==> src/core/fpesc_pkg.sv <==
// Constants and carrier types for the flash program/erase/suspend sequencer.
// Assumes a 250 MHz system clock; link pins are sampled, not used as clocks.
// Behaviour
// - 4-byte program opcodes carry 32-bit address
// - Address width from config or enter/exit
// - Dedicated 4-byte opcodes always use 4 bytes
// - Command on one line, address clocks per line width
// - Erase leaves target region all ones
// - Erase without write enable silently ignored
// - Chip select off byte boundary aborts command
// - Protected subsector erase refused, bits 1,5
// - Die erase refused if any sector locked
// - Busy: ready bit low, in-progress high
// - Write enable cleared after every erase
// - Erase timeout clears latch, sets error
// - Self-timed erase, per-kind durations
// - Any address in region, rising-edge latched
// - Suspend opcode pauses program or erase
// - Program suspend bit 2, erase bit 6
// - Bit 7 set after suspend latency
// - Short remainder completes instead, clears flag
// - Reset forgets suspend, flags read 80h
// - One nesting level, resume program first
// - Idle and accepting commands while suspended
// - Suspend 75h, resume 7Ah shared
// - Resume with nothing suspended ignored
// - Program to erase-suspended sector fails, bit 4
`default_nettype none
package fpesc_pkg;
    localparam logic [7:0] OP_WREN = 8'h06;
    localparam logic [7:0] OP_PP = 8'h02;
    localparam logic [7:0] OP_QPP = 8'h32;
    localparam logic [7:0] OP_PP4 = 8'h12;
    localparam logic [7:0] OP_QPP4 = 8'h34;
    localparam logic [7:0] OP_EN4 = 8'hb7;
    localparam logic [7:0] OP_EX4 = 8'he9;
    localparam logic [7:0] OP_SUSP = 8'h75;
    localparam logic [7:0] OP_RESM = 8'h7a;
    localparam logic [7:0] OP_CLRF = 8'h50;
    localparam logic [7:0] FLAG_RESET = 8'h80;
    localparam int FLAG_READY = 7;
    localparam int FLAG_ERSUSP = 6;
    localparam int FLAG_ERERR = 5;
    localparam int FLAG_PGERR = 4;
    localparam int FLAG_PGSUSP = 2;
    localparam int FLAG_PROT = 1;
    localparam int CLK_NS = 4;
    localparam int SUSP_LAT_NS = 40;
    localparam int SUSP_LAT_CYC = (SUSP_LAT_NS + CLK_NS - 1) / CLK_NS;
    localparam int SECTOR_LSB = 16;

    typedef enum logic [1:0] {
        FPESC_K_PROG = 2'b00,
        FPESC_K_SSE = 2'b01,
        FPESC_K_SE = 2'b10,
        FPESC_K_DIE = 2'b11
    } fpesc_kind_t;

    // One array operation that may be running or parked
    typedef struct packed {
        logic active;
        fpesc_kind_t kind;
        logic [31:0] addr;
        logic [31:0] remain;
        logic [31:0] elapsed;
    } fpesc_op_t;

    // Completed frame from the link shifter
    typedef struct packed {
        logic valid;
        logic [7:0] opcode;
        logic [31:0] addr;
        logic [5:0] bytes;
        logic aligned;
    } fpesc_frame_t;
endpackage
`default_nettype wire

==> src/core/fpesc_link_rx.sv <==
// Link receiver: samples chip select, serial clock and data lines.
// Assumes host-driven link clock far slower than clk_sys.
`default_nettype none
module fpesc_link_rx
    import fpesc_pkg::*;
(
    input wire logic clk_sys,
    input wire logic rst,
    input wire logic clkEn,
    input wire logic chipSelN,
    input wire logic serialClk,
    input wire logic [3:0] serialDataLines,
    input wire logic [1:0] lineMode,
    input wire logic addr4Mode,
    output fpesc_frame_t frame,
    output logic opStrobe,
    output logic [7:0] opByte
);
    typedef struct packed {
        logic [1:0] csS, ckS;
        logic [7:0] d0S, d1S;
        logic ckPrev, csPrev;
        logic [2:0] bitCnt;
        logic [7:0] shift;
        logic [5:0] bytes;
        logic [7:0] opcode;
        logic [31:0] addr;
        fpesc_frame_t frame;
        logic opStrobe;
    } fpesc_rx_t;
    fpesc_rx_t s_q, s_d;
    logic [7:0] nextShift;
    logic [2:0] nextCnt;
    logic byteDone;
    logic addr4;

    always_comb begin
        s_d = s_q;
        s_d.csS = {s_q.csS[0], chipSelN};
        s_d.ckS = {s_q.ckS[0], serialClk};
        s_d.d0S = {s_q.d0S[3:0], serialDataLines};
        s_d.d1S = s_q.d0S;
        s_d.ckPrev = s_q.ckS[1];
        s_d.csPrev = s_q.csS[1];
        s_d.frame.valid = 1'b0;
        s_d.opStrobe = 1'b0;
        nextShift = s_q.shift;
        nextCnt = s_q.bitCnt;
        byteDone = 1'b0;
        // Opcode always single line; later bytes use the configured width
        unique case (s_q.bytes == 6'h00 ? 2'b00 : lineMode)
            2'b01: begin
                nextShift = {s_q.shift[5:0], s_q.d1S[1:0]};
                nextCnt = s_q.bitCnt + 3'h2;
            end
            2'b10: begin
                nextShift = {s_q.shift[3:0], s_q.d1S[3:0]};
                nextCnt = s_q.bitCnt + 3'h4;
            end
            default: begin
                nextShift = {s_q.shift[6:0], s_q.d1S[0]};
                nextCnt = s_q.bitCnt + 3'h1;
            end
        endcase
        byteDone = (nextCnt == 3'h0);
        addr4 = addr4Mode || s_q.opcode == OP_PP4 || s_q.opcode == OP_QPP4;
        if (!s_q.csS[1] && s_q.ckS[1] && !s_q.ckPrev) begin
            s_d.shift = nextShift;
            s_d.bitCnt = nextCnt;
            if (byteDone) begin
                if (s_q.bytes == 6'h00) begin
                    s_d.opcode = nextShift;
                    s_d.opStrobe = 1'b1;
                end else if (s_q.bytes <= (addr4 ? 6'h04 : 6'h03)) begin
                    s_d.addr = {s_q.addr[23:0], nextShift};
                end
                if (s_q.bytes != 6'h3f) begin
                    s_d.bytes = s_q.bytes + 6'h01;
                end
            end
        end
        if (s_q.csS[1] && !s_q.csPrev) begin
            s_d.frame.valid = 1'b1;
            s_d.frame.opcode = s_q.opcode;
            s_d.frame.addr = addr4 ? s_q.addr : {8'h00, s_q.addr[23:0]};
            s_d.frame.bytes = s_q.bytes;
            s_d.frame.aligned = (s_q.bitCnt == 3'h0);
        end
        if (s_q.csS[1]) begin
            s_d.bitCnt = 3'h0;
            s_d.bytes = 6'h00;
            s_d.addr = 32'h0;
        end
    end

    always_ff @(posedge clk_sys or posedge rst) begin
        if (rst) begin
            s_q <= '{csS: 2'b11, csPrev: 1'b1, default: '0};
        end else if (clkEn) begin
            s_q <= s_d;
        end
    end

    assign frame = s_q.frame;
    assign opStrobe = s_q.opStrobe;
    assign opByte = s_q.opcode;
endmodule
`default_nettype wire

==> src/core/fpesc_sequencer.sv <==
// Program/erase/suspend sequencer top: decodes frames and runs the timers.
// Assumes protection and lock status come in as plain levels from the array.
`default_nettype none
module fpesc_sequencer
    import fpesc_pkg::*;
#(
    parameter logic [7:0] OP_SSE = 8'h20,
    parameter logic [7:0] OP_SE = 8'hd8,
    parameter logic [7:0] OP_DIE = 8'hc4,
    parameter int unsigned PROG_CYC = 5000,
    parameter int unsigned SSE_CYC = 10000,
    parameter int unsigned SE_CYC = 20000,
    parameter int unsigned DIE_CYC = 40000,
    parameter int unsigned PROG_LIMIT = 10000,
    parameter int unsigned SSE_LIMIT = 20000,
    parameter int unsigned SE_LIMIT = 40000,
    parameter int unsigned DIE_LIMIT = 80000
)(
    input wire logic clk_sys,
    input wire logic rst,
    input wire logic clkEn,
    input wire logic chipSelN,
    input wire logic serialClk,
    input wire logic [3:0] serialDataLines,
    input wire logic [1:0] lineMode,
    input wire logic addr4Default,
    input wire logic targetProtected,
    input wire logic anySectorLocked,
    input wire logic arrayStall,
    output logic writeEnable,
    output logic writeInProgress,
    output logic [7:0] flagStatus,
    output logic addr4Mode,
    output logic eraseStrobe,
    output logic [1:0] eraseKind,
    output logic [31:0] eraseAddr
);
    typedef struct packed {
        logic wel;
        logic [7:0] flags;
        logic addr4;
        logic cfgTaken;
        fpesc_op_t run;
        fpesc_op_t parkErase;
        fpesc_op_t parkProg;
        logic suspPend;
        logic [7:0] suspCnt;
        logic eraseStrobe;
        logic [1:0] eraseKind;
        logic [31:0] eraseAddr;
    } fpesc_seq_t;
    fpesc_seq_t s_q, s_d;
    fpesc_frame_t frame;
    logic opStrobe;
    logic [7:0] opByte;
    logic isErase, isProg;
    fpesc_kind_t kind;
    logic [31:0] durCyc;

    fpesc_link_rx u_rx (
        .clk_sys(clk_sys),
        .rst(rst),
        .clkEn(clkEn),
        .chipSelN(chipSelN),
        .serialClk(serialClk),
        .serialDataLines(serialDataLines),
        .lineMode(lineMode),
        .addr4Mode(s_q.addr4),
        .frame(frame),
        .opStrobe(opStrobe),
        .opByte(opByte)
    );

    function automatic logic [31:0] limitOf(input fpesc_kind_t k);
        unique case (k)
            FPESC_K_PROG: limitOf = 32'(PROG_LIMIT);
            FPESC_K_SSE: limitOf = 32'(SSE_LIMIT);
            FPESC_K_SE: limitOf = 32'(SE_LIMIT);
            FPESC_K_DIE: limitOf = 32'(DIE_LIMIT);
        endcase
    endfunction

    always_comb begin
        s_d = s_q;
        s_d.eraseStrobe = 1'b0;
        isErase = frame.opcode == OP_SSE || frame.opcode == OP_SE || frame.opcode == OP_DIE;
        isProg = frame.opcode == OP_PP || frame.opcode == OP_QPP || frame.opcode == OP_PP4
            || frame.opcode == OP_QPP4;
        kind = FPESC_K_PROG;
        durCyc = 32'(PROG_CYC);
        if (frame.opcode == OP_SSE) begin
            kind = FPESC_K_SSE;
            durCyc = 32'(SSE_CYC);
        end else if (frame.opcode == OP_SE) begin
            kind = FPESC_K_SE;
            durCyc = 32'(SE_CYC);
        end else if (frame.opcode == OP_DIE) begin
            kind = FPESC_K_DIE;
            durCyc = 32'(DIE_CYC);
        end
        // Non-volatile default caught once after reset release
        if (!s_q.cfgTaken) begin
            s_d.cfgTaken = 1'b1;
            s_d.addr4 = addr4Default;
        end
        // Running operation: suspend latency then park, or complete
        if (s_q.run.active && !arrayStall) begin
            s_d.run.remain = s_q.run.remain - 32'h1;
            s_d.run.elapsed = s_q.run.elapsed + 32'h1;
            if (s_q.run.remain <= 32'h1) begin
                s_d.run.active = 1'b0;
                s_d.wel = 1'b0;
                s_d.flags[FLAG_READY] = 1'b1;
                s_d.suspPend = 1'b0;
                if (s_q.suspPend) begin
                    s_d.flags[s_q.run.kind == FPESC_K_PROG ? FLAG_PGSUSP : FLAG_ERSUSP] = 1'b0;
                end
                if (s_q.run.kind != FPESC_K_PROG) begin
                    s_d.eraseStrobe = 1'b1;
                    s_d.eraseKind = s_q.run.kind;
                    s_d.eraseAddr = s_q.run.addr;
                end
            end else if (s_q.run.elapsed >= limitOf(s_q.run.kind)) begin
                s_d.run.active = 1'b0;
                s_d.wel = 1'b0;
                s_d.flags[FLAG_READY] = 1'b1;
                s_d.flags[s_q.run.kind == FPESC_K_PROG ? FLAG_PGERR : FLAG_ERERR] = 1'b1;
                s_d.suspPend = 1'b0;
            end else if (s_q.suspPend) begin
                s_d.suspCnt = s_q.suspCnt + 8'h01;
                if (s_q.suspCnt >= 8'(SUSP_LAT_CYC - 1)) begin
                    s_d.suspPend = 1'b0;
                    s_d.flags[FLAG_READY] = 1'b1;
                    s_d.run.active = 1'b0;
                    if (s_q.run.kind == FPESC_K_PROG) begin
                        s_d.parkProg = s_q.run;
                    end else begin
                        s_d.parkErase = s_q.run;
                    end
                end
            end
        end
        // Not on a finishing cycle, or the suspend flag would stick with nothing parked
        if (opStrobe && opByte == OP_SUSP && s_d.run.active && !s_q.suspPend) begin
            s_d.suspPend = 1'b1;
            s_d.suspCnt = 8'h00;
            s_d.flags[s_q.run.kind == FPESC_K_PROG ? FLAG_PGSUSP : FLAG_ERSUSP] = 1'b1;
        end
        if (frame.valid && frame.aligned && frame.bytes != 6'h00) begin
            if (frame.opcode == OP_WREN) begin
                s_d.wel = 1'b1;
            end else if (frame.opcode == OP_EN4) begin
                s_d.addr4 = 1'b1;
            end else if (frame.opcode == OP_EX4) begin
                s_d.addr4 = 1'b0;
            end else if (frame.opcode == OP_CLRF) begin
                s_d.flags[FLAG_ERERR] = 1'b0;
                s_d.flags[FLAG_PGERR] = 1'b0;
                s_d.flags[FLAG_PROT] = 1'b0;
            end else if (frame.opcode == OP_RESM && !s_q.run.active) begin
                if (s_q.parkProg.active) begin
                    s_d.run = s_q.parkProg;
                    s_d.parkProg.active = 1'b0;
                    s_d.flags[FLAG_PGSUSP] = 1'b0;
                    s_d.flags[FLAG_READY] = 1'b0;
                end else if (s_q.parkErase.active) begin
                    s_d.run = s_q.parkErase;
                    s_d.parkErase.active = 1'b0;
                    s_d.flags[FLAG_ERSUSP] = 1'b0;
                    s_d.flags[FLAG_READY] = 1'b0;
                end
            end else if ((isErase || isProg) && s_q.wel && !s_q.run.active) begin
                if (isProg && s_q.parkErase.active && frame.opcode != OP_SUSP
                    && frame.addr[31:SECTOR_LSB] == s_q.parkErase.addr[31:SECTOR_LSB]) begin
                    s_d.flags[FLAG_PGERR] = 1'b1;
                end else if ((isErase && s_q.parkErase.active) || (isProg && s_q.parkProg.active)) begin
                    s_d.flags[FLAG_PROT] = 1'b1;
                end else if (targetProtected || (kind == FPESC_K_DIE && anySectorLocked)) begin
                    s_d.flags[FLAG_PROT] = 1'b1;
                    s_d.flags[isProg ? FLAG_PGERR : FLAG_ERERR] = 1'b1;
                end else begin
                    s_d.run.active = 1'b1;
                    s_d.run.kind = kind;
                    s_d.run.addr = frame.addr;
                    s_d.run.remain = durCyc;
                    s_d.run.elapsed = 32'h0;
                    s_d.flags[FLAG_READY] = 1'b0;
                end
            end
        end
    end

    always_ff @(posedge clk_sys or posedge rst) begin
        if (rst) begin
            s_q <= '{flags: FLAG_RESET, default: '0};
        end else if (clkEn) begin
            s_q <= s_d;
        end
    end

    assign writeEnable = s_q.wel;
    assign writeInProgress = s_q.run.active;
    assign flagStatus = s_q.flags;
    assign addr4Mode = s_q.addr4;
    assign eraseStrobe = s_q.eraseStrobe;
    assign eraseKind = s_q.eraseKind;
    assign eraseAddr = s_q.eraseAddr;
endmodule
`default_nettype wire

==> config.mk <==
export PLATFORM = sky130hd
export DESIGN_NAME = fpesc_sequencer
export DESIGN_NICKNAME = d
export VERILOG_FILES = /design/src/core/fpesc_pkg.sv /design/src/core/fpesc_link_rx.sv /design/src/core/fpesc_sequencer.sv
export SDC_FILE = /design/constraint.sdc
export NUM_CORES = 1
export LEC_CHECK = 0
export BUFFER_PORTS_ARGS = -buffer_cell sky130_fd_sc_hd__buf_4
export CAP_MARGIN = 15
export CELL_PAD_IN_SITES_DETAIL_PLACEMENT = 1
export CELL_PAD_IN_SITES_GLOBAL_PLACEMENT = 2
export CORE_ASPECT_RATIO = 1.75
export CORE_MARGIN = 2
export CORE_UTILIZATION = 42
export DETAILED_ROUTE_END_ITERATION = 7
export MAX_ROUTING_LAYER = met4
export PLACE_DENSITY_LB_ADDON = 0.1
export SLEW_MARGIN = 15
export SYNTH_ARGS = -nofsm -noshare
export SYNTH_HDL_FRONTEND = slang
export SYNTH_SLANG_ARGS = --single-unit
export TNS_END_PERCENT = 30
==> constraint.sdc <==
create_clock -name clk_sys -period 20.2 [get_ports clk_sys]
set_input_delay 3.03 -clock clk_sys [delete_from_list [all_inputs] [get_ports clk_sys]]
set_output_delay 3.03 -clock clk_sys [all_outputs]
set_load 0.02 [all_outputs]
Word-level counts from Yosys, hierarchy flattened
Cells that the tools add are included.
Storage, ports and cells
  register bits after elaboration: 472
  bits of input ports: 15
  output and inout bits: 46
  logic and storage cells: 287
Cells by class
  add/subtract/negate cells: 7
  $lt $le $gt $ge: 10
  equal/unequal tests: 31
  mux-type cells: 124
  bitwise operators: 12
  reduce and logical (&&, ||, !) cells: 62
Operators with widths (count)
  $mux 99: 8
  $mux 100: 6
  $mux 198: 2
  $mux 306: 1
  $mux 207: 1
  $mux 199: 1
  $mux 32: 6
  $pmux 32 s4: 1
  $mux 7: 11
  $mux 35: 2
  $mux 8: 8
  $mux 57: 1
  $mux 16: 3
  $mux 48: 1
  $mux 46: 1
  $mux 1: 41
  $mux 9: 4
  $add 32x1->32 const B: 1
  $eq 8x6->1 const B: 4
  $eq 8x8->1 const B: 4
  $ge 32x32->1: 1
  $le 32x1->1 const B: 1
  $sub 32x1->32 const B: 1
  $eq 8x7->1 const B: 3
  45 further kinds: 133

Logic depth before layout (Yosys ltp)
Gate-level depths: netlist of the first run.
  word-level depth: 33
  depth in mapped cells: 17
  depth with buffers taken out: 14

Cells and area by module
A second synthesis of the first run with hierarchy kept.
Unflattened totals
  cells, all modules: 2124
  area, all modules: 23488.8 um^2
By module, submodules not included
  fpesc_sequencer: times used 1, cells each 1586, area each 18012.3 um^2, sequential area each 8759.7 um^2
  fpesc_link_rx: times used 1, cells each 538, area each 5476.5 um^2, sequential area each 2981.6 um^2

Least setup slack after synthesis of the first run
No wires, ideal clock.
  kind: in2reg
  start: input lineMode[0]
  end: register u_rx.s_q[50] in the netlist's numbering
  library setup time: 0.125 ns
  data arrival time: 5.472 ns
  data required time: 20.075 ns
  setup slack: 14.603 ns
  stages: 9
  buffers on the path: 2
  cells stage by stage: and2_1 -> ha_1 -> clkbuf_1 -> mux2i_1 -> o221ai_1 -> or3b_1 -> o31ai_1 -> buf_2 -> mux2_2
Between the ends
  longest elaborated chain between the ends: 8
  elaborated cells between the ends (all ways): 13
  those cells by class: eq/ne (2); mux (8); reduce/logical (3)
Ends and longest elaborated chain
  start, declared: RTL line fpesc_sequencer.sv:25  | input wire logic [1:0] lineMode,
  $mux 2 *: RTL line fpesc_link_rx.sv:51  | unique case (s_q.bytes == 6'h00 ? 2'b00 : lineMode)
  $eq 2x2->1 / $eq 2x1->1 (equally long branches): RTL line fpesc_link_rx.sv:51
  $pmux 8 s2: RTL line fpesc_link_rx.sv:51
  $mux 32: RTL line fpesc_link_rx.sv:74  | end else if (s_q.bytes <= (addr4 ? 6'h04 : 6'h03)) begin
  $mux 32: RTL line fpesc_link_rx.sv:71  | if (s_q.bytes == 6'h00) begin
  $mux 46: RTL line fpesc_link_rx.sv:70  | if (byteDone) begin
  $mux 57: RTL line fpesc_link_rx.sv:67  | if (!s_q.csS[1] && s_q.ckS[1] && !s_q.ckPrev) begin
  $mux 32: RTL line fpesc_link_rx.sv:89  | if (s_q.csS[1]) begin
  end signal, assigned: RTL line fpesc_link_rx.sv:98  | s_q <= '{csS: 2'b11, csPrev: 1'b1, default: '0};
  end signal, assigned: RTL line fpesc_link_rx.sv:100  | s_q <= s_d;
  end, declared: RTL line fpesc_link_rx.sv:31  | fpesc_rx_t s_q, s_d;
Mark *: on every way between the ends. The rest lies on a longest branch, timed or not. The select of a mux whose other input is x is not followed.
A chain may end at the register's enable or synchronous reset.

Final worst setup path of the first run
  start: input arrayStall
  end: register s_q[117] in the netlist's numbering
Between the ends
  longest elaborated chain between the ends: 3
Ends and longest elaborated chain
  start, declared: RTL line fpesc_sequencer.sv:29  | input wire logic arrayStall,
  $logic_not 1->1: RTL line fpesc_sequencer.sv:107  | if (s_q.run.active && !arrayStall) begin
  $logic_and 1x1->1: RTL line fpesc_sequencer.sv:107
  $reduce_and 7->1 (no source line)
  end signal, assigned: RTL line fpesc_sequencer.sv:195  | s_q <= '{flags: FLAG_RESET, default: '0};
  end signal, assigned: RTL line fpesc_sequencer.sv:197  | s_q <= s_d;
  end, declared: RTL line fpesc_sequencer.sv:52  | fpesc_seq_t s_q, s_d;
Every way passes these cells.

==> impl_metrics.sql, run 1 <==
INSERT INTO impl_metrics (metric_group, metric, value, unit) VALUES
('clock_network', 'ctsHoldBuffers', '0', ''),
('drt', 'wire_per_inst', '24.1', 'um'),
('layout', 'syn_to_final_growth', '9.43', '%'),
('grt', 'grt_max_degree', '144', ''),
('sta', 'final-setup-viol-count', '0', ''),
('placed_design', 'routabilityCongestion', '0.825', ''),
('layout', 'layout-drive-gt1-share', '0.208', ''),
('yosys', 'synthesis.area', '23300', 'um^2'),
('floorplan', 'floorplan.rows', '114', ''),
('grt', 'grt_pass1_wl', '111', 'mm'),
('sta', 'period_minus_slack', '5.97', 'ns'),
('yosys', 'syn-mean-instance-area', '10.5', 'um^2'),
('power_and_ir_drop', 'power_per_cell_area', '84.2', 'nW/um^2'),
('drt', 'route.vias.total', '17300', ''),
('setup_path', 'regToRegStartpoint', 's_q[339]$_DFFE_PP0P_', ''),
('grt', 'grt_pass1_vias', '19000', ''),
('yosys', 'synthArstFlopShare', '1.00', ''),
('setup_path', 'critical_path.reg2reg.endpoint', 's_q[117]$_DFFE_PP0P_', ''),
('yosys', 'yosysMostFrequentCell', 'dfrtp_1', ''),
('run_status', 'outcome', 'complete, no violations', ''),
('floorplan', 'die-width', '182', 'um'),
('floorplan', 'pin_count', '61', ''),
('sta', 'maxClockFrequency', '167', 'MHz'),
('placed_design', 'place.detailed.instances', '2827', ''),
('setup_path', 'reg2reg_depth', '12', ''),
('clock_network', 'cts_tree', 'built', ''),
('drt', 'drt_iter0_markers', '882', ''),
('setup_path', 'critPathMaxFanout', '58', ''),
('yosys', 'yosys_most_used_dff', 'dfrtp_1', ''),
('placed_design', 'detailed_place.area', '24000', 'um^2'),
('sta', 'hold_worst_slack', '0.475', 'ns'),
('sta', 'setup_total_negative_slack', '0', 'ns'),
('setup_path', 'critical_path.endpoint_type', 'flip-flop', ''),
('power_and_ir_drop', 'worst_ir_drop_vdd', '0.0637', 'mV'),
('yosys', 'synth_edf_count', '0', ''),
('grt', 'busiest_layer', 'met2', ''),
('grt', 'grt_antenna_before_repair', '2', ''),
('power_and_ir_drop', 'switching_share', '0.274', ''),
('drt', 'drt_drc', '0', ''),
('min_path', 'holdPathStages', '2', ''),
('yosys', 'synth_cell_types', '89', ''),
('floorplan', 'floorplan.core_area', '55100', 'um^2'),
('sta', 'clock_skew', '0.0140', 'ns'),
('power_and_ir_drop', 'design_power_total', '0.00215', 'W'),
('sta', 'final_max_slew_violation_count', '0', ''),
('setup_path', 'crit_type', 'primary input to flip-flop', ''),
('sta', 'grt_setup_unrepaired', 'no', ''),
('clock_network', 'cts_max_level', '2', ''),
('setup_path', 'critical_path.startpoint', 'arrayStall', ''),
('floorplan', 'die_height', '316', 'um'),
('power_and_ir_drop', 'p_leak', '11.5', 'nW'),
('grt', 'overflow', '0', ''),
('layout', 'finalNetCount', '2228', ''),
('min_path', 'holdCritPathClass', 'flip-flop to flip-flop', ''),
('layout', 'design_area', '25500', 'um^2'),
('clock_network', 'cts_buffer_depth', '3', ''),
('power_and_ir_drop', 'combPwrFrac', '0.096', ''),
('yosys', 'syn_inst', '2232', ''),
('yosys', 'synth_top_cell_area_share', '0.499', ''),
('yosys', 'ys_seq_area_frac', '0.503', ''),
('yosys', 'ys_warn_count', '0', ''),
('drt', 'detailedRoute.firstPassIterationCount', '4', ''),
('drt', 'route.final.wire_length', '70.3', 'mm'),
('layout', 'finish.cell_count_without_fillers', '2915', ''),
('yosys', 'yosys.area.top_type', 'dfrtp_1', ''),
('drt', 'detail-route-antenna-nets', '0', ''),
('placed_design', 'number_of_input_and_output_port_buffers_inserted', '58', ''),
('setup_path', 'worstPathRequired', '20.68', 'ns'),
('sta', 'period_share', '0.296', ''),
('drt', 'via_per_inst', '5.95', ''),
('clock_network', 'path_clk_slew', '0.06', 'ns');
-- critical path, cell delays in order --
cell,delay [ns]
buf_4,0.14
nor2b_1,0.59
nand2_1,0.38
nor2_1,0.27
nand4_4,0.84
buf_4,0.75
mux2_2,0.40
-- power by group through the flow --
stage	Combinational [W]	Clock, W	Sequential (W)
after floorplan	0.000162	0	0.00103
after global placement	0.000205	0	0.00105
after detailed placement	0.000211	0	0.00106
after CTS	0.000212	0.000929	0.00104
after global routing	0.000232	0.000965	0.00105
final	0.000207	0.000902	0.00104
-- registers in the layout, indices dropped and copies added (netlist names) --
signal,flops
u_rx.frame,48
addr4Mode,1
eraseKind,2
writeEnable,1
u_rx.s_d,8
flagStatus,6
u_rx.opStrobe,1
eraseStrobe,1
writeInProgress,1
eraseAddr,32
s_q,306
u_rx.s_q,54
u_rx.opByte,8
-- metal layers --
metal | routed length, um | vias up
met5 | 0 | -
li1 | - | 7890
met2 | 37600 | 244
met1 | 27700 | 9069
met4 | 3160 | 0
met3 | 1840 | 142
-- placed cells by master (no fill, tap or decap), types with 13 or more instances in the layout --
master / count
nand2b_1: 18
a31o_2: 18
nand4_1: 24
mux2_2: 229
buf_4: 92
o211ai_1: 40
and3_1: 43
dfrtp_1: 463
mux2_1: 29
a22oi_1: 15
a31oi_1: 17
nand2_1: 242
inv_1: 82
clkbuf_16: 47
o22ai_1: 33
nand3_1: 65
nor2_1: 71
nor4_1: 24
o21ai_0: 151
ha_1: 33
a22o_1: 19
a21oi_1: 111
and2_1: 38
nor3_1: 27
mux2i_1: 13
o31ai_1: 13
-- final cells by class --
class,count,area (um^2)
Antenna cell,1,2.50
Fill cell,5946,29500
Sequential cell,469,11700
Tap cell,696,871
Multi-Input combinational cell,1485,10300
Inverter,84,323
Clock inverter,21,203
Clock buffer,66,1360
Timing Repair Buffer,93,711
-- cells by family (layout without fill, tap and decap cells) --
kind of cell    count (synthesis)  in the layout  share of synthesized area
other cells                     1              3                   0.000161
buf+inv                       279            264                     0.0568
flops                         469            469                      0.503
mux                           271            271                      0.130
simple gates                  630            630                      0.137
xor+xnor                       24             24                    0.00901
compound gates                525            525                      0.146
fa+ha+maj                      33             33                     0.0177
-- per-stage QoR --
| step | setup slack [ns] | util |
|---|---|---|
| 2_1_floorplan | 4.10 | - |
| 3_3_place_gp | 13.73 | 0.435 |
| 3_5_place_dp | 13.61 | 0.435 |
| 4_1_cts | 14.22 | 0.464 |
| 5_1_grt | 13.91 | 0.464 |
| 6_report | 14.23 | 0.464 |
-- how the worst max path moves through the flow --
stage                                        to  slack (ns)  cells past startpoint
after floorplan           addr4Mode$_DFFE_PP0P_        4.10                      1
after global placement     s_q[120]$_DFFE_PP0P_       13.73                      7
after detailed placement   s_q[117]$_DFFE_PP0P_       13.61                      7
after CTS                  s_q[117]$_DFFE_PP0P_       14.22                      7
after global routing        s_q[63]$_DFFE_PP0P_       13.91                      5
final                      s_q[117]$_DFFE_PP0P_       14.23                      7
Power figures use the tool's default switching activity.
==> run 2, diff against run 1 <==
- ABC_AREA: default -> 1
- CORE_UTILIZATION: 42 -> 39
- clock period: 20.2 -> 6.1 ns (I/O delays scaled with it)
==> run 2 against run 1 <==
  * Cell area up 1.5%
  * Largest cell class unchanged
  * Sequential power rose to 3.4 times the previous value
  * Highest routed layer unchanged
  * Register-to-register slack lost 13 ns
  * Global-route usage rose by 0.63 points
  * Worst hold slack worse by 0.032 ns
  * Via count rose by 14%
  * Largest power group unchanged
  * Worst setup slack got worse by 13 ns
  * Combinational power grew to 4.9 times the previous value
==> impl_metrics.sql, run 2 <==
INSERT INTO impl_metrics (metric_group, metric, value, unit) VALUES
('run_status', 'outcome', 'complete, no violations', ''),
('yosys', 'synth_compound_area_frac', '0.160', ''),
('setup_path', 'crit_type', 'flip-flop to flip-flop', ''),
('min_path', 'holdCritPathClass', 'primary input to async pin', ''),
('yosys', 'synth_top_family_by_area', 'simple AND/OR/NAND/NOR gates', ''),
('yosys', 'synthXorXnorAreaFrac', '0.0175', ''),
('setup_path', 'critical_path.reg2reg.endpoint', 'u_rx.s_q[56]$_DFFE_PP0P_', ''),
('drt', 'drt_drc', '0', ''),
('setup_path', 'critical_path.endpoint_type', 'flip-flop', ''),
('setup_path', 'regToRegStartpoint', 'u_rx.s_q[92]$_DFFE_PP0P_', ''),
('clock_network', 'cts.repair_timing.setup_buffer_count', '0', ''),
('layout', 'finalNetCount', '2894', ''),
('clock_network', 'cts_num_sinks', '469', ''),
('sta', 'timing_worst_slew_pin_value', '1.09', 'ns'),
('sta', 'timing.final.hold_violations', '0', ''),
('setup_path', 'regToRegSetupSlack', '1.64', 'ns'),
('clock_network', 'ctsResizeCount', '0', ''),
('placed_design', 'hpwlAfterDp', '54.3', 'mm'),
('grt', 'grt_antenna_before_repair', '0', ''),
('yosys', 'yosysMostFrequentCell', 'nand2_1', ''),
('sta', 'final-setup-viol-count', '0', ''),
('drt', 'route.final.wire_length', '77.7', 'mm'),
('clock_network', 'cts_buffer_depth', '3', ''),
('drt', 'met2RoutedLength', '43.9', 'mm'),
('drt', 'route.vias.total', '19700', ''),
('placed_design', 'place_worst_setup_slack', '1.61', 'ns'),
('yosys', 'synth_cell_types', '56', ''),
('layout', 'regMostFlops', 's_q', ''),
('sta', 'period_share', '0.731', ''),
('sta', 'maxClockFrequency', '224', 'MHz'),
('floorplan', 'dieArea', '62500', 'um^2'),
('yosys', 'synth_top_cells_by_count', 'nand2_1, dfrtp_1, inv_1, o21ai_0, nor2_1', ''),
('power_and_ir_drop', 'switching_share', '0.294', ''),
('sta', 'grt_setup_unrepaired', 'no', ''),
('sta', 'final_critical_path_setup_slack', '1.64', 'ns'),
('floorplan', 'die_height', '329', 'um'),
('power_and_ir_drop', 'worst_ir_drop_vdd', '0.207', 'mV'),
('sta', 'final_max_slew_violation_count', '0', ''),
('yosys', 'syn_inst', '2885', ''),
('setup_path', 'worstPathRequired', '6.61', 'ns'),
('layout', 'layout-drive-gt1-share', '0.0819', ''),
('placed_design', 'number_of_input_and_output_port_buffers_inserted', '58', ''),
('sta', 'period_minus_slack', '4.46', 'ns'),
('floorplan', 'start_util', '0.393', ''),
('power_and_ir_drop', 'power_per_cell_area', '291', 'nW/um^2'),
('yosys', 'yosys.area_share.adder', '0.0175', ''),
('floorplan', 'die-width', '190', 'um'),
('grt', 'overflow', '0', ''),
('drt', 'topRoutingLayerUsed', 'met4', ''),
('floorplan', 'floorplan.rows', '119', ''),
('clock_network', 'ctsHoldBuffers', '0', ''),
('clock_network', 'cts_tree', 'built', ''),
('yosys', 'synthesis.area', '23600', 'um^2'),
('yosys', 'syn-mean-instance-area', '8.17', 'um^2'),
('layout', 'layout.area.seq', '11700', 'um^2'),
('grt', 'grt_pass1_wl', '123', 'mm'),
('yosys', 'post_synth_main_area_contributors', 'dfrtp_1, nand2_1, o21ai_0', ''),
('sta', 'slew_headroom', '0.273', ''),
('clock_network', 'path_clk_slew', '0.06', 'ns'),
('setup_path', 'critPathLaunchType', 'flip-flop', ''),
('drt', 'detail-route-antenna-nets', '0', ''),
('yosys', 'yosys.area.top_type', 'dfrtp_1', ''),
('setup_path', 'reg2reg_depth', '16', ''),
('yosys', 'synth_top_cell_area_share', '0.494', ''),
('layout', 'largest_register_ffs', '306', ''),
('drt', 'wire_per_inst', '21.2', 'um'),
('layout', 'final_core_utilization', '0.432', ''),
('yosys', 'synthMuxAreaShare', '0.000478', ''),
('power_and_ir_drop', 'p_clk_frac', '0.402', ''),
('yosys', 'synthArstFlopShare', '1.00', ''),
('power_and_ir_drop', 'p_leak', '12.4', 'nW'),
('layout', 'antenna_cells_inserted', '0', ''),
('flow_run', 'max_cap_viols', '0', ''),
('sta', 'clock_skew', '0.0279', 'ns'),
('layout', 'multi_input_area', '9610', 'um^2'),
('clock_network', 'worst_skew_pair.late_latency', '0.62', 'ns'),
('floorplan', 'floorplan.core_area', '60000', 'um^2'),
('yosys', 'synth_edf_count', '0', ''),
('grt', 'globalRouteTotalUtil', '0.262', ''),
('grt', 'grt_max_degree', '153', ''),
('drt', 'wl_met1', '28.1', 'mm'),
('clock_network', 'tritoncts.num_buffers', '48', ''),
('placed_design', 'routabilityCongestion', '0.860', ''),
('power_and_ir_drop', 'power.switching', '0.00222', 'W'),
('yosys', 'synth_simple_gate_area_share', '0.211', ''),
('drt', 'dr_wl_met3', '1.72', 'mm'),
('yosys', 'ys_warn_count', '0', ''),
('drt', 'via_per_inst', '5.37', ''),
('yosys', 'ys_seq_area_frac', '0.498', ''),
('layout', 'layout.cells.most_common_list', 'nand2_1, dfrtp_1, inv_1', ''),
('yosys', 'yosys_most_used_dff', 'dfrtp_1', ''),
('power_and_ir_drop', 'cellInternalPower', '0.00532', 'W'),
('drt', 'drt_iter0_markers', '963', ''),
('setup_path', 'critPathMaxFanout', '46', ''),
('power_and_ir_drop', 'combPwrFrac', '0.136', ''),
('clock_network', 'cts_max_level', '2', ''),
('layout', 'final.fill_count', '7144', ''),
('yosys', 'flops_latches_synth', '469', ''),
('setup_path', 'timing.critical_path.arrival', '4.97', 'ns'),
('power_and_ir_drop', 'seq_power_share', '0.462', ''),
('drt', 'detailedRoute.firstPassIterationCount', '4', ''),
('clock_network', 'clockRootBuffer', 'clkbuf_16', ''),
('layout', 'most_common_library_cell_in_the_layout_ignoring_fill_and_taps', 'nand2_1', ''),
('layout', 'syn_to_final_growth', '9.99', '%'),
('floorplan', 'pin_count', '61', ''),
('grt', 'grt_pass1_vias', '21100', '');
==> run 2: cell count changes after synthesis, moves of 24 or more <==
cell / delta
o21ai_1: +55
xor2_1: +31
nand2_1: +454
a22oi_1: +24
mux2_2: -228
o211ai_1: -31
and3_1: -43
inv_1: +236
nor2_1: +148
and2_1: -38
nand3_1: +71
mux2_1: -29
o21ai_0: +161
==> run 2: routing by layer <==
layer  GRT usage  vias up
met3      0.0270      155
met4       0.120        0
met1       0.260     9973
met2       0.508      256
li1            -     9315
met5           -        -
==> run 2: cells by family (layout without fill, tap and decap cells) <==
logic type	count (synthesis)	after routing
simple gates	1177	1177
compound gates	652	652
buf+inv	505	500
flops	469	469
xor+xnor	47	47
fa+ha+maj	33	33
other cells	1	2
mux	1	1
==> run 2: power groups by stage <==
stage	Clock [W]	Combinational, W	Sequential [W]
after floorplan	0	0.000747	0.00347
after global placement	0	0.00100	0.00353
after detailed placement	0	0.00103	0.00354
after CTS	0.00314	0.00104	0.00349
after global routing	0.00324	0.00118	0.00351
final	0.00303	0.00102	0.00349
==> run 2: per-stage QoR <==
stage          total power, W  cells  hold slack, ns  cell area [um^2]  setup TNS (ns)
4_1_cts               0.00766   3666           0.431             25900               0
3_3_place_gp          0.00454   3581           0.454             24300               0
3_5_place_dp          0.00457   3581           0.461             24300               0
2_1_floorplan         0.00422   2886           0.442             23600         -540.61
6_report              0.00754   3667           0.443             25900               0
5_1_grt               0.00792   3667           0.466             25900               0
==> run 2: final cells by class <==
cell class              instances  share of cell area
clock buffers                  70              0.0547
repair buffers                 89              0.0295
multi-input cells            1912               0.371
flip-flops and latches        469               0.453
well taps                     786              0.0380
clock inverters                15             0.00642
inverters                     326              0.0474
==> run 2: worst max-delay path, cell delays in order, from the launching register on <==
cell and delay (ns):
dfrtp_1 0.41, nor3_1 0.35, nand3_1 0.23, nand2_1 0.14
inv_1 0.05, ha_1 0.48, inv_1 0.23, o211ai_1 0.20
nand2_1 0.07, inv_1 0.07, nand3_1 0.12, nor2_4 0.10
buf_4 0.36, nand4_2 0.51, nand2_2 0.77, nand3b_1 0.14
o21ai_0 0.11
==> run 2: worst max-delay path by stage <==
stage	start	endpoint	slack, ns
after floorplan	rst	addr4Mode$_DFFE_PP0P_	-1.16
after global placement	u_rx.s_q[92]$_DFFE_PP0P_	u_rx.s_q[61]$_DFFE_PP0P_	1.60
after detailed placement	u_rx.s_q[93]$_DFFE_PP0P_	u_rx.s_q[49]$_DFFE_PP0P_	1.61
after CTS	u_rx.s_q[93]$_DFFE_PP0P_	u_rx.s_q[56]$_DFFE_PP0P_	1.61
after global routing	u_rx.s_q[93]$_DFFE_PP0P_	u_rx.s_q[57]$_DFFE_PP0P_	1.04
final	u_rx.s_q[92]$_DFFE_PP0P_	u_rx.s_q[56]$_DFFE_PP0P_	1.64
